<file path="src/verilog/fsmc_regs.vh">
// constants for the fail-safe mode controller
`ifndef FSMC_REGS_VH
`define FSMC_REGS_VH
// mode codes
`define FSMC_ST_STARTUP 3'h0
`define FSMC_ST_RESTART 3'h1
`define FSMC_ST_FAILSAFE 3'h2
`define FSMC_ST_NORMAL 3'h3
`define FSMC_ST_STANDBY 3'h4
`define FSMC_ST_FLASH 3'h5
`define FSMC_ST_FSWAIT 3'h6
// reset source codes
`define FSMC_SRC_POWERON 4'h0
`define FSMC_SRC_WAKE 4'h1
`define FSMC_SRC_WDOG 4'h2
`define FSMC_SRC_INTTO 4'h3
`define FSMC_SRC_INIT 4'h4
`define FSMC_SRC_CURRENT 4'h5
`define FSMC_SRC_FAILSAFE 4'h6
// times in microseconds
`define FSMC_RST_SHORT_US 1
`define FSMC_RST_LONG_US 20
`define FSMC_INT_LIMIT_US 256
`define FSMC_RET_DELAY_US 100
`define FSMC_WD_INIT_US 256
// clock rate in MHz
`define FSMC_CLK_MHZ 200
`endif

</file>
<file path="src/verilog/fsmc_sync.v">
// two-stage synchroniser for pin inputs
`timescale 1ns/100ps
module fsmc_sync #(
  parameter WIDTH = 4
) (
  // clock and reset
  input wire core_clk,
  input wire sys_rst,
  // data
  input wire [WIDTH-1:0] async_in,
  output wire [WIDTH-1:0] sync_out
);
  reg [WIDTH-1:0] meta_q;
  reg [WIDTH-1:0] sync_q;
  always @(posedge core_clk)
  begin
    if (sys_rst)
    begin
      meta_q <= {WIDTH{1'b0}};
      sync_q <= {WIDTH{1'b0}};
    end
    else
    begin
      meta_q <= async_in;
      sync_q <= meta_q;
    end
  end
  assign sync_out = sync_q;
endmodule // fsmc_sync

</file>
<file path="src/verilog/fsmc_timer.v">
// down counter with load and done flag
`timescale 1ns/100ps
module fsmc_timer #(
  parameter WIDTH = 24
) (
  // clock and reset
  input wire core_clk,
  input wire sys_rst,
  // control
  input wire load,
  input wire [WIDTH-1:0] load_val,
  input wire run,
  output wire done,
  output wire [WIDTH-1:0] count
);
  reg [WIDTH-1:0] cnt_q;
  always @(posedge core_clk)
  begin
    if (sys_rst)
      cnt_q <= {WIDTH{1'b0}};
    else if (load)
      cnt_q <= load_val;
    else if (run && cnt_q != {WIDTH{1'b0}})
      cnt_q <= cnt_q - {{(WIDTH-1){1'b0}}, 1'b1};
  end
  assign done = (cnt_q == {WIDTH{1'b0}});
  assign count = cnt_q;
endmodule // fsmc_timer

</file>
<file path="src/verilog/fsmc_mode_ctrl.v">
// operating mode state machine of the fail-safe controller
// Function
// - start-up on power-on and reset, source recorded
// - bus or wake-pin wake-up enters start-up
// - start-up holds reset low for stretch time
// - then watchdog init: normal/flash, else restart
// - restart mode forces long reset stretch
// - restart success only normal; failure fail-safe
// - severe faults or restart failure: fail-safe
// - leave fail-safe on wake with oscillator ok
// - fail-safe exit: delay, supply on, long reset
// - normal: window watchdog, reset when unserved
// - normal: unanswered interrupt causes reset
// - bus transceiver only on enable bit
// - standby: time-out watchdog unless off option
// - watchdog off only below low current
// - current high restarts watchdog, miss resets
// - off from normal uses maximum period
// - off in standby uses last period
// - overflow select chooses irq, auto-cleared
// - interrupt read within limit or reset
// - standby wake sources by irq or reset
// - slow or stopped oscillator: fail-safe
// - window trigger only between half and full
`timescale 1ns/100ps
`include "fsmc_regs.vh"
module fsmc_mode_ctrl #(
  parameter TW = 24,
  parameter RST_SHORT = `FSMC_RST_SHORT_US * `FSMC_CLK_MHZ,
  parameter RST_LONG = `FSMC_RST_LONG_US * `FSMC_CLK_MHZ,
  parameter INT_LIMIT = `FSMC_INT_LIMIT_US * `FSMC_CLK_MHZ,
  parameter RET_DELAY = `FSMC_RET_DELAY_US * `FSMC_CLK_MHZ,
  parameter WD_INIT = `FSMC_WD_INIT_US * `FSMC_CLK_MHZ,
  parameter [TW-1:0] WD_MAX = 24'hffffff
) (
  // clock and reset
  input wire core_clk,
  input wire sys_rst,
  // pins from outside, synchronised here
  input wire bus_wake_pin,
  input wire local_wake_pin,
  input wire osc_fail_pin,
  input wire severe_fault_pin,
  input wire cur_low_pin,
  input wire cur_high_pin,
  input wire supply_fail_pin,
  // host commands, core clock domain
  input wire wd_trigger,
  input wire [TW-1:0] wd_period,
  input wire mode_req_valid,
  input wire [2:0] mode_req,
  input wire reset_length_select,
  input wire bus_transceiver_enable,
  input wire wd_off_select,
  input wire overflow_interrupt_select_set,
  input wire int_event,
  input wire int_reg_read,
  // outputs
  output wire system_reset_output_low,
  output wire mcu_supply_regulator,
  output wire bus_transceiver_on,
  output wire overflow_interrupt_select,
  output wire wake_irq,
  output wire wd_running,
  output wire [2:0] mode,
  output wire [3:0] reset_source
);
  wire [6:0] pins_s;
  wire bus_wake;
  wire wake_pin;
  wire osc_fail;
  wire severe;
  wire cur_low;
  wire cur_high;
  wire sup_fail;
  reg [2:0] st_q, st_d;
  reg [3:0] src_q, src_d;
  reg long_q, long_d;
  reg rst_low_q, rst_low_d;
  reg init_wait_q, init_wait_d;
  reg boot_q, boot_d;
  reg ovf_sel_q, ovf_sel_d;
  reg wd_off_q, wd_off_d;
  reg wd_draining_q, wd_draining_d;
  reg [TW-1:0] last_per_q, last_per_d;
  reg int_pend_q, int_pend_d;
  reg wake_irq_q, wake_irq_d;
  reg wake_prev_q;
  reg ld;
  reg [TW-1:0] ld_val;
  reg ld_i;
  wire t_done, i_done;
  wire [TW-1:0] t_cnt;
  wire wake_fall;
  wire any_wake;
  reg go_reset;
  reg [3:0] go_src;

  fsmc_sync #(.WIDTH(7)) u_sync (
    .core_clk(core_clk),
    .sys_rst(sys_rst),
    .async_in({bus_wake_pin, local_wake_pin, osc_fail_pin,
      severe_fault_pin, cur_low_pin, cur_high_pin, supply_fail_pin}),
    .sync_out(pins_s)
  );
  assign {bus_wake, wake_pin, osc_fail, severe, cur_low, cur_high,
    sup_fail} = pins_s;

  // one timer serves reset, init, watchdog and restart delay
  fsmc_timer #(.WIDTH(TW)) u_tmr (
    .core_clk(core_clk),
    .sys_rst(sys_rst),
    .load(ld),
    .load_val(ld_val),
    .run(1'b1),
    .done(t_done),
    .count(t_cnt)
  );
  fsmc_timer #(.WIDTH(TW)) u_int_tmr (
    .core_clk(core_clk),
    .sys_rst(sys_rst),
    .load(ld_i),
    .load_val(INT_LIMIT[TW-1:0]),
    .run(int_pend_q),
    .done(i_done),
    .count()
  );

  assign wake_fall = wake_prev_q & ~wake_pin;
  assign any_wake = bus_wake | wake_fall;

  // trigger accepted only in second half of period
  function early_trig;
    input [TW-1:0] remain;
    input [TW-1:0] per;
    begin
      early_trig = (remain > {1'b0, per[TW-1:1]});
    end
  endfunction

  always @*
  begin
    st_d = st_q;
    src_d = src_q;
    long_d = long_q;
    rst_low_d = rst_low_q;
    init_wait_d = init_wait_q;
    boot_d = 1'b0;
    ovf_sel_d = ovf_sel_q | overflow_interrupt_select_set;
    wd_off_d = wd_off_q;
    wd_draining_d = wd_draining_q;
    last_per_d = last_per_q;
    int_pend_d = int_pend_q;
    wake_irq_d = 1'b0;
    ld = 1'b0;
    ld_val = wd_period;
    ld_i = 1'b0;
    go_reset = 1'b0;
    go_src = `FSMC_SRC_WDOG;
    if (int_event && !int_pend_q)
    begin
      int_pend_d = 1'b1;
      ld_i = 1'b1;
    end
    else if (int_reg_read)
      int_pend_d = 1'b0;
    case (st_q)
      `FSMC_ST_STARTUP, `FSMC_ST_RESTART:
      begin
        if (rst_low_q)
        begin
          // timer still empty in the cycle after sys_rst
          if (t_done && !boot_q)
          begin
            rst_low_d = 1'b0;
            init_wait_d = 1'b1;
            ld = 1'b1;
            ld_val = WD_INIT[TW-1:0];
          end
        end
        else if (init_wait_q)
        begin
          if (mode_req_valid && (mode_req == `FSMC_ST_NORMAL ||
              (mode_req == `FSMC_ST_FLASH && st_q == `FSMC_ST_STARTUP)))
          begin
            init_wait_d = 1'b0;
            st_d = mode_req;
            last_per_d = wd_period;
            ld = 1'b1;
          end
          else if (t_done || (st_q == `FSMC_ST_RESTART && sup_fail))
          begin
            init_wait_d = 1'b0;
            if (st_q == `FSMC_ST_RESTART)
            begin
              st_d = `FSMC_ST_FAILSAFE;
              rst_low_d = 1'b1;
            end
            else
            begin
              st_d = `FSMC_ST_RESTART;
              long_d = 1'b1;
              rst_low_d = 1'b1;
              src_d = `FSMC_SRC_INIT;
              ld = 1'b1;
              ld_val = RST_LONG[TW-1:0];
            end
          end
        end
      end
      `FSMC_ST_NORMAL:
      begin
        if (wd_trigger)
        begin
          if (early_trig(t_cnt, last_per_q))
            go_reset = 1'b1;
          else
          begin
            ld = 1'b1;
            last_per_d = wd_period;
          end
        end
        else if (t_done)
          go_reset = 1'b1;
        else if (mode_req_valid && mode_req == `FSMC_ST_STANDBY)
        begin
          st_d = `FSMC_ST_STANDBY;
          wd_off_d = wd_off_select;
          wd_draining_d = wd_off_select;
          ld = 1'b1;
          ld_val = wd_off_select ? WD_MAX : wd_period;
          if (wd_off_select)
            last_per_d = WD_MAX;
        end
      end
      `FSMC_ST_STANDBY:
      begin
        if (wd_off_select && !wd_off_q)
        begin
          wd_off_d = 1'b1;
          wd_draining_d = 1'b1;
        end
        if (wd_off_q && !wd_draining_q)
        begin
          if (cur_high)
          begin
            wd_draining_d = 1'b1;
            wake_irq_d = 1'b1;
            ld = 1'b1;
            ld_val = last_per_q;
          end
        end
        else if (wd_trigger)
        begin
          ld = 1'b1;
          last_per_d = wd_period;
        end
        else if (t_done)
        begin
          if (wd_off_q && cur_low)
            wd_draining_d = 1'b0;
          else if (ovf_sel_q)
          begin
            wake_irq_d = 1'b1;
            ovf_sel_d = overflow_interrupt_select_set;
            ld = 1'b1;
            ld_val = last_per_q;
          end
          else
          begin
            go_reset = 1'b1;
            ovf_sel_d = 1'b0;
          end
        end
        if (any_wake)
          wake_irq_d = 1'b1;
        if (mode_req_valid && mode_req == `FSMC_ST_NORMAL)
        begin
          st_d = `FSMC_ST_NORMAL;
          wd_off_d = 1'b0;
          ld = 1'b1;
          last_per_d = wd_period;
        end
      end
      `FSMC_ST_FLASH:
      begin
        if (wd_trigger)
          ld = 1'b1;
        else if (t_done)
          go_reset = 1'b1;
      end
      `FSMC_ST_FAILSAFE:
      begin
        if (any_wake && !osc_fail)
        begin
          st_d = `FSMC_ST_FSWAIT;
          ld = 1'b1;
          ld_val = RET_DELAY[TW-1:0];
        end
      end
      `FSMC_ST_FSWAIT:
      begin
        if (t_done)
        begin
          st_d = `FSMC_ST_STARTUP;
          long_d = 1'b1;
          rst_low_d = 1'b1;
          src_d = `FSMC_SRC_FAILSAFE;
          ld = 1'b1;
          ld_val = RST_LONG[TW-1:0];
        end
      end
      default:
        st_d = `FSMC_ST_FAILSAFE;
    endcase
    // interrupt response supervision
    if (int_pend_q && i_done && !int_reg_read &&
        (st_q == `FSMC_ST_NORMAL || st_q == `FSMC_ST_STANDBY))
    begin
      go_reset = 1'b1;
      go_src = `FSMC_SRC_INTTO;
    end
    if (st_q == `FSMC_ST_STANDBY && any_wake && !ovf_sel_q)
    begin
      go_reset = 1'b1;
      go_src = `FSMC_SRC_WAKE;
    end
    if (go_reset)
    begin
      st_d = `FSMC_ST_STARTUP;
      src_d = go_src;
      rst_low_d = 1'b1;
      init_wait_d = 1'b0;
      int_pend_d = 1'b0;
      wd_off_d = 1'b0;
      ld = 1'b1;
      ld_val = (long_q | reset_length_select) ? RST_LONG[TW-1:0] :
        RST_SHORT[TW-1:0];
    end
    // first stretch after sys_rst
    if (boot_q)
    begin
      ld = 1'b1;
      ld_val = reset_length_select ? RST_LONG[TW-1:0] : RST_SHORT[TW-1:0];
    end
    // oscillator loss or severe fault wins over everything
    if (severe || osc_fail)
    begin
      st_d = `FSMC_ST_FAILSAFE;
      rst_low_d = 1'b1;
      init_wait_d = 1'b0;
      int_pend_d = 1'b0;
    end
  end

  always @(posedge core_clk)
  begin
    if (sys_rst)
    begin
      st_q <= `FSMC_ST_STARTUP;
      src_q <= `FSMC_SRC_POWERON;
      long_q <= 1'b0;
      rst_low_q <= 1'b1;
      init_wait_q <= 1'b0;
      boot_q <= 1'b1;
      ovf_sel_q <= 1'b0;
      wd_off_q <= 1'b0;
      wd_draining_q <= 1'b0;
      last_per_q <= {TW{1'b0}};
      int_pend_q <= 1'b0;
      wake_irq_q <= 1'b0;
      wake_prev_q <= 1'b0;
    end
    else
    begin
      st_q <= st_d;
      src_q <= src_d;
      long_q <= long_d;
      rst_low_q <= rst_low_d;
      init_wait_q <= init_wait_d;
      boot_q <= boot_d;
      ovf_sel_q <= ovf_sel_d;
      wd_off_q <= wd_off_d;
      wd_draining_q <= wd_draining_d;
      last_per_q <= last_per_d;
      int_pend_q <= int_pend_d;
      wake_irq_q <= wake_irq_d;
      wake_prev_q <= wake_pin;
    end
  end

  assign system_reset_output_low = ~rst_low_q;
  // supply off only in fail-safe, discharged during restart delay
  assign mcu_supply_regulator = (st_q != `FSMC_ST_FAILSAFE) &&
    (st_q != `FSMC_ST_FSWAIT);
  assign bus_transceiver_on = (st_q == `FSMC_ST_NORMAL) &&
    bus_transceiver_enable;
  assign overflow_interrupt_select = ovf_sel_q;
  assign wake_irq = wake_irq_q;
  assign wd_running = !(wd_off_q && !wd_draining_q);
  assign mode = st_q;
  assign reset_source = src_q;
endmodule // fsmc_mode_ctrl

</file>
<file path="config.mk">
export PLATFORM = sky130hd
export DESIGN_NAME = fsmc_mode_ctrl
export DESIGN_NICKNAME = d
export VERILOG_FILES = /design/src/verilog/fsmc_sync.v /design/src/verilog/fsmc_timer.v /design/src/verilog/fsmc_mode_ctrl.v
export VERILOG_INCLUDE_DIRS = /design/src /design/src/verilog
export SDC_FILE = /design/constraint.sdc
export NUM_CORES = 1
export LEC_CHECK = 0
export BUFFER_PORTS_ARGS = -buffer_cell sky130_fd_sc_hd__buf_2
export CORE_MARGIN = 2
export CORE_UTILIZATION = 38
export CTS_BUF_LIST = sky130_fd_sc_hd__clkbuf_8
export DETAILED_ROUTE_END_ITERATION = 12
export MAX_ROUTING_LAYER = met4
export RECOVER_POWER = 25
export SETUP_SLACK_MARGIN = 0.02
export SYNTH_ARGS = -nofsm -noshare
export SYNTH_HDL_FRONTEND = slang
export SYNTH_SLANG_ARGS = --single-unit
</file>
<file path="constraint.sdc">
create_clock -name core_clk -period 8.4 [get_ports core_clk]
set_input_delay 2.1 -clock core_clk [delete_from_list [all_inputs] [get_ports core_clk]]
set_output_delay 2.1 -clock core_clk [all_outputs]
set_load 0.02 [all_outputs]
</file>
After elaboration in Yosys (flattened, before gate mapping)
Cells that the tools add are included.
- add/subtract/negate cells: 2
- eq/ne operators: 48
- bitwise logic cells: 8
- shifts and indexed selects: 0
- order comparisons: 1
- reductions and logical operators: 57
- $mul: 0
- mux-type cells: 141
- div/mod/pow operators: 0
- operators by type and width (operator ; number):
    $mux W24 ; 33
    $pmux W24 S5 ; 1
    $mux W1 ; 73
    $pmux W24 S3 ; 1
    $logic_not A24 Y1 ; 2
    $ne A3 B3 Y1 const B ; 16
    $reduce_bool A24 Y1 ; 2
    $sub A24 B1 Y24 const B ; 2
    $mux W16 ; 2
    $mux W4 ; 8
    $mux W3 ; 10
    $reduce_and A10 Y1 ; 3
    $gt A24 B23 Y1 ; 1
    $mux W12 ; 2
    $ne A2 B2 Y1 const B ; 12
    $logic_and A1 B1 Y1 ; 19
    $pmux W3 S6 ; 1
    $ne A4 B3 Y1 const B ; 4
    $ne A4 B4 Y1 const B ; 4
    $eq A3 B3 Y1 const B ; 5
    $reduce_and A7 Y1 ; 2
    $reduce_bool A2 Y1 ; 5
    $eq A3 B2 Y1 const B ; 3
    $logic_not A1 Y1 ; 8
    other kinds (20) ; 38
- register bits: 103
- latch bits: 0
- memories: 0
- memory bits (read-only): 0
- logic and storage cells: 276
- output and inout bits: 13
- RAM bits: 0

Logic depth before layout (Yosys ltp)
Gate-level depths: netlist of the first run.
- depth after elaboration: 11
- mapped depth: 12
- depth with buffers taken out: 10

Cells and area by module
From an unflattened synthesis of the first run, not the netlist that was laid out.
- cell total of the unflattened synthesis: 866
- area, all modules: 6874.1 sq um
- by module, submodules not included (module ; times used ; area each (sq um) ; cells an instance):
    fsmc_mode_ctrl ; 1 ; 3453.3 ; 485
    fsmc_timer ; 2 ; 1506.4 ; 176
    fsmc_sync ; 1 ; 407.9 ; 29

Least setup slack after synthesis of the first run
Ideal clock, no wire load.
- path kind: in2out
- start: input port bus_transceiver_enable
- end: output port bus_transceiver_on
- setup slack: 3990 ps
- path buffers: 0
- stages on the path: 1
- arrival: 2310 ps
- data required time: 6300 ps
- cells stage by stage: and2_1
- word-level cells in the longest chain between the ends: 1
- ends and longest elaborated chain (element ; RTL line ; RTL):
    start, declared ; fsmc_mode_ctrl.v:53 ; input wire bus_transceiver_enable,
    $logic_and A1 B1 Y1 ; fsmc_mode_ctrl.v:396 ; assign bus_transceiver_on = (st_q == `FSMC_ST_NORMAL) &&
    end, declared ; fsmc_mode_ctrl.v:61 ; output wire bus_transceiver_on,
No other way between the ends.

Final worst setup path of the first run
Ends and elaborated chain as after synthesis.

==> results of run 1 <==
-- Yosys cell counts (all sizes together), types with 10 or more instances --
library cell | number | area share, %
dfxtp | 102 | 31
nor2 | 80 | 4.5
xor2 | 20 | 2.6
nor4 | 25 | 3.3
o21ai | 56 | 4.3
xnor2 | 19 | 2.5
a21oi | 71 | 5.5
nand2 | 63 | 3.6
inv | 40 | 2.2
nor2b | 22 | 2.1
ha | 26 | 4.9
nor3 | 48 | 3.7
nand3 | 17 | 1.3
clkbuf | 33 | 2.2
buf | 15 | 1.3
nand4 | 10 | 0.94
a211oi | 50 | 5.8
-- cells by family after synthesis --
group | Yosys count | synth area share [%]
flip-flops | 102 | 30.6
adder cells (fa/ha/maj) | 27 | 5.02
other | 1 | 0.0562
AO/OA/AOI/OAI | 257 | 25.5
buffers and inverters | 88 | 5.66
AND/OR/NAND/NOR | 330 | 27.1
XOR/XNOR | 39 | 5.12
multiplexers | 6 | 0.937
-- stage by stage --
stage / util [%] / std cells / area (sq um) / worst slack, ps
2_1_floorplan: - / 850 / 6680 / 3990
5_1_grt: 42.2 / 1108 / 7280 / 3560
4_1_cts: 42.3 / 1108 / 7290 / 3840
6_report: 42.2 / 1108 / 7280 / 3840
3_5_place_dp: 41.2 / 1092 / 7100 / 3800
3_3_place_gp: 41.2 / 1092 / 7100 / 3840
-- layer usage --
layer	track usage (%)	wire length (microns)	part of all wire (%)
met2	38.0	9920	46
met3	3.07	1400	6.4
met1	33.0	9810	45
met4	10.2	658	3.0
met5	-	0	0
-- report_power, final --
part	switching [mW]	internal (mW)	total, mW
clock	0.202	0.115	0.316
sequential	0.0475	0.518	0.565
combinational	0.259	0.159	0.418
total	0.508	0.792	1.30
-- registers in the layout (all words and copies together), names as in the netlist, 3 cells and up --
signal / flops
u_sync.meta_q: 7
mode: 3
u_sync.sync_out: 7
last_per_q: 24
reset_source: 3
u_tmr.count: 24
u_int_tmr.count: 24
-- layout make-up --
| type | count | area (sq um) | share of cell area [%] |
|---|---|---|---|
| Tap cell | 225 | 282 | 3.87 |
| Inverter | 40 | 150 | 2.06 |
| Sequential cell | 102 | 2040 | 28.0 |
| Multi-Input combinational cell | 660 | 4280 | 58.8 |
| Timing Repair Buffer | 65 | 339 | 4.66 |
| Clock inverter | 7 | 66.3 | 0.911 |
| Clock buffer | 9 | 124 | 1.70 |
-- worst max-delay path: cells and delay by family --
kind,cells,cell delay (ps)
simple gates,1,120
buf+inv,2,240
-- how the worst max path moves through the flow --
stage	start	endpoint	slack, ps	cells past startpoint
final	bus_transceiver_enable	bus_transceiver_on	3840	3
after global routing	sys_rst	mode[2]	3560	5
after CTS	bus_transceiver_enable	bus_transceiver_on	3840	3
after detailed placement	mode_req[1]	u_tmr.count[6]	3800	9
after global placement	bus_transceiver_enable	bus_transceiver_on	3840	3
after floorplan	bus_transceiver_enable	bus_transceiver_on	3990	1
==> qor.csv, run 1 <==
metric,value,unit
final antenna-violating net count,0,
sequential fraction of the synthesis area,30.6,%
WHS Endpoint,u_sync.sync_out[1],
Rel. slew slack,-42.6,%
Vert. Die Dim,137,microns
Tcrit/Tclk final,54.3,%
total power,1.30,mW
CP Class,primary input to output pin,
Hold Fails Final Rpt,0,
total gr overflow,0,
register bit total from synthesis,102,
root buf cell,clkbuf_8,
"Clk pin slew, worst setup/hold paths",110,ps
most frequent cells in the layout,"102 x dfxtp_1, 80 x nor2_1, 70 x a21oi_1, 61 x nand2_1",
gp weighted congestion,1.00,
R2R Path End,u_tmr.count[6],
cell count after synthesis,850,
max cap viols,1,
Post-CTS Resized,0,
R2R Path Start,u_tmr.count[0],
worst hold stages,1,
biggest cell delay along the critical path,150,ps
Post-CTS Setup Bufs,0,
Finish-stage setup viols,0,
Post-synth EDFFs,0,
clk_lat worst skew,400,ps
Fmax,0.219,GHz
arrival time worst endpoint,2460,ps
largest net degree at the start of global routing,47,
DR WL/cell,19.7,microns
classification of the worst-slack hold path,flip-flop to flip-flop,
Die X,137,microns
measured slew at the worst slew-check pin,2140,ps
final WL,21800,microns
Syn Nets,920,
drt first pass iters,5,
drc violations,0,
crit path time final,4560,ps
violated checks,"max-capacitance violations, max-slew violations",
CP Cell Sequence,buf_2 > and2_1 > buf_2,
Layout Nets,948,
Yosys warning count,0,
first-pass GRT wire length,34300,microns
VDD IR max,0.0000975,V
Core Region,0.0172,sq mm
Required @ worst endpoint,6300,ps
Cell variety after synth,88,
antenna violations before repair,0,
"commonest non-fill, non-tap cell in the layout",dfxtp_1,
PwrDens,178,mW/mm^2
Setup crit end kind,output pin,
Max clock buf depth,2,
n_diodes,0,
mapped cell area,0.00668,sq mm
vias in the first global route,6103,
I/O Buffers,55,
Post-CTS Hold Buffers,0,
HPWL after DPL,15700,microns
r2r setup slk,4530,ps
vias per cell,5.88,
ys flop type,dfxtp_1,
"Max stage delay cell, worst path",buf_2,
Hold Worst Slack,446,ps
Setup Skew,16.5,ps
Rows,48,
H-Tree Depth,3,
async set or reset register ratio after synthesis,0,%
reg2reg path depth,10,
Inserted Clock Buffers,9,
filler cell count,1786,
GRT Util Overall,24.8,%
io pins,57,
Total Die Area,0.0186,sq mm
Initial Util,38.7,%
unrepaired setup endpoints after global routing,no,
P&R area growth vs syn,9.03,%
Final Slew Violations,42,
CP dominant cell by count,buf_2,
leak pwr,2.63,nW
status,"finished, violations left",
CTS tree,yes,
syn avg cell area,7.86,sq um
layout cells sized above 1,12.3,%
worst hold start,u_sync.meta_q[1],
CP startpoint kind,primary input,
Sink Count,102,
CP Max Fanout,1,
vias,6514,
setup TNS,0,ps
initial drt markers,708,
Note: power is estimated with default switching activity, not from simulation.
==> run 2: changes to the inputs <==
==> constraint.sdc (replaced) <==
create_clock -name core_clk -period 4.09 [get_ports core_clk]
set_input_delay 1.0225 -clock core_clk [delete_from_list [all_inputs] [get_ports core_clk]]
set_output_delay 1.0225 -clock core_clk [all_outputs]
set_load 0.02 [all_outputs]
==> qor.csv, run 2 (synthesis gave the netlist of run 1 again) <==
metric,value,unit,change
io pins,57,,unchanged
r2r setup slk,460,ps,was 4530 ps
unrepaired setup endpoints after global routing,no,,unchanged
first-pass GRT wire length,34700,microns,"was 34,300 microns"
Layout Nets,964,,was 948
DR WL/cell,19.6,microns,was 19.7 microns
worst hold stages,1,,unchanged
post-layout instance area,0.00743,sq mm,was 0.00728 sq mm
vias per cell,5.93,,was 5.88
largest net degree at the start of global routing,47,,unchanged
busiest layer in global routing,met2,,unchanged
worst hold start,u_sync.meta_q[6],,was u_sync.meta_q[1]
Post-CTS Hold Buffers,0,,unchanged
final WL,22000,microns,"was 21,800 microns"
R2R Path End,u_tmr.count[1],,was u_tmr.count[6]
antenna violations before repair,0,,unchanged
Initial Util,38.7,%,unchanged
R2R Path Start,last_per_q[23],,was u_tmr.count[0]
Placement Cell Area,0.00722,sq mm,was 0.00710 sq mm
Sink Count,102,,unchanged
initial drt markers,569,,was 708
met3 Track Usage GR,6.26,%,was 3.07%
reg2reg path depth,10,,unchanged
measured slew at the worst slew-check pin,1570,ps,was 2140 ps
CP Max Fanout,10,,was 1
clk_lat worst skew,400,ps,about the same
vias in the first global route,6339,,"was 6,103"
final antenna-violating net count,0,,unchanged
violated checks,"max-capacitance violations, max-slew violations",,unchanged
Hold Fails Final Rpt,0,,unchanged
Comb pwr share,31.9,%,was 32.1%
P&R area growth vs syn,11.3,%,was 9.03%
Post-CTS Setup Bufs,0,,unchanged
VDD IR max,0.000198,V,was 0.0000975 V
classification of the worst-slack hold path,flip-flop to flip-flop,,unchanged
"Core Util, Final",43.1,%,was 42.2%
n_diodes,0,,unchanged
Rows,48,,unchanged
Inserted Clock Buffers,9,,unchanged
status,"finished, violations left",,unchanged
Tcrit/Tclk final,88.9,%,
Fmax,0.275,GHz,
final worst setup slack,455,ps,was 3840 ps
Post-CTS Resized,0,,unchanged
Required @ worst endpoint,4350,ps,was 6300 ps
"Clk pin slew, worst setup/hold paths",120,ps,was 110 ps
Finish-stage setup viols,0,,unchanged
CP Class,flip-flop to flip-flop,,was primary input to output pin
leak pwr,2.71,nW,was 2.63 nW
Int Pwr,1.70,mW,was 0.792 mW
WHS Endpoint,u_sync.sync_out[6],,was u_sync.sync_out[1]
Setup crit end kind,flip-flop,,was output pin
total gr overflow,0,,unchanged
Core Region,0.0172,sq mm,unchanged
vias,6667,,"was 6,514"
Setup Skew,18.0,ps,was 16.5 ps
Hold Worst Slack,444,ps,was 446 ps
Total Die Area,0.0186,sq mm,unchanged
crit path time final,3630,ps,
arrival time worst endpoint,3890,ps,was 2460 ps
setup TNS,0,ps,unchanged
met1 Usage GRT,32.0,%,was 33.0%
I/O Buffers,55,,unchanged
CP startpoint kind,flip-flop,,was primary input
PwrDens,369,mW/mm^2,was 178 mW/mm^2
drc violations,0,,unchanged
layout cells sized above 1,13.8,%,was 12.3%
Vert. Die Dim,137,microns,unchanged
GRT Util Overall,25.0,%,was 24.8%
"commonest non-fill, non-tap cell in the layout",dfxtp_1,,unchanged
part of the power in the clock network,26.1,%,was 24.4%
Reg power frac,42.0,%,was 43.5%
root buf cell,clkbuf_8,,unchanged
GRT met2 Usage,36.9,%,was 38.0%
CTS tree,yes,,unchanged
HPWL after DPL,16000,microns,"was 15,700 microns"
Net Sw Power,1.04,mW,was 0.508 mW
Max clock buf depth,2,,unchanged
most frequent cells in the layout,"102 x dfxtp_1, 80 x nor2_1, 70 x a21oi_1, 61 x nand2_1, 49 x o21ai_0",,"was 102 x dfxtp_1, 80 x nor2_1, 70 x a21oi_1, 61 x nand2_1"
Final Slew Violations,28,,was 42
Place WS,661,ps,was 3800 ps
Die X,137,microns,unchanged
H-Tree Depth,3,,unchanged
drt first pass iters,5,,unchanged
switching part of the total,38.1,%,was 39.1%
max cap viols,1,,unchanged
filler cell count,1738,,"was 1,786"
Rel. slew slack,-4.72,%,was -42.6%
gp weighted congestion,1.02,,was 1.00
run 2: cell type report:
type | instances | area [sq um] | area share, %
inverters | 40 | 150 | 2.02
clock buffers | 9 | 124 | 1.67
repair buffers | 81 | 454 | 6.11
flip-flops and latches | 102 | 2040 | 27.5
well taps | 225 | 282 | 3.79
multi-input cells | 660 | 4280 | 57.6
clock inverters | 7 | 100 | 1.35
run 2: worst max-delay path, cell delays in order (launching register included):
cell and delay, ps:
dfxtp_1 380, inv_1 80, ha_1 310, nand4b_1 160, nor4_1 660, o311ai_0 290, and4_1 300, o211ai_2 270
nand2_2 240, nor2_1 590, a311oi_1 200
run 2: per-stage QoR:
stage               power, mW  instances
global route             2.90       1124
global placement         2.02       1108
CTS                      2.75       1124
finish                   2.74       1124
detailed placement       2.02       1108
floorplan                1.78        850
run 2: metal layers:
layer / wire length, microns / up-vias
li1: - / 3208
met1: 9520 / 3103
met2: 9570 / 285
met3: 1890 / 71
met4: 992 / 0
met5: 0 / -
run 2: worst max path at each step:
stage	from	end	slack, ps
final	last_per_q[23]	u_tmr.count[1]	460
after global routing	sys_rst	u_tmr.count[22]	220
after CTS	last_per_q[23]	u_tmr.count[1]	630
after detailed placement	last_per_q[23]	u_tmr.count[1]	660
after global placement	last_per_q[23]	u_tmr.count[1]	690
after floorplan	mode_req[1]	last_per_q[10]	1080
run 2: power by group through the flow:
stage | Combinational, mW | Clock (mW) | Sequential, mW
final | 0.874 | 0.716 | 1.15
after global routing | 0.957 | 0.782 | 1.16
after CTS | 0.858 | 0.739 | 1.15
after detailed placement | 0.852 | 0 | 1.17
after global placement | 0.849 | 0 | 1.17
after floorplan | 0.627 | 0 | 1.15
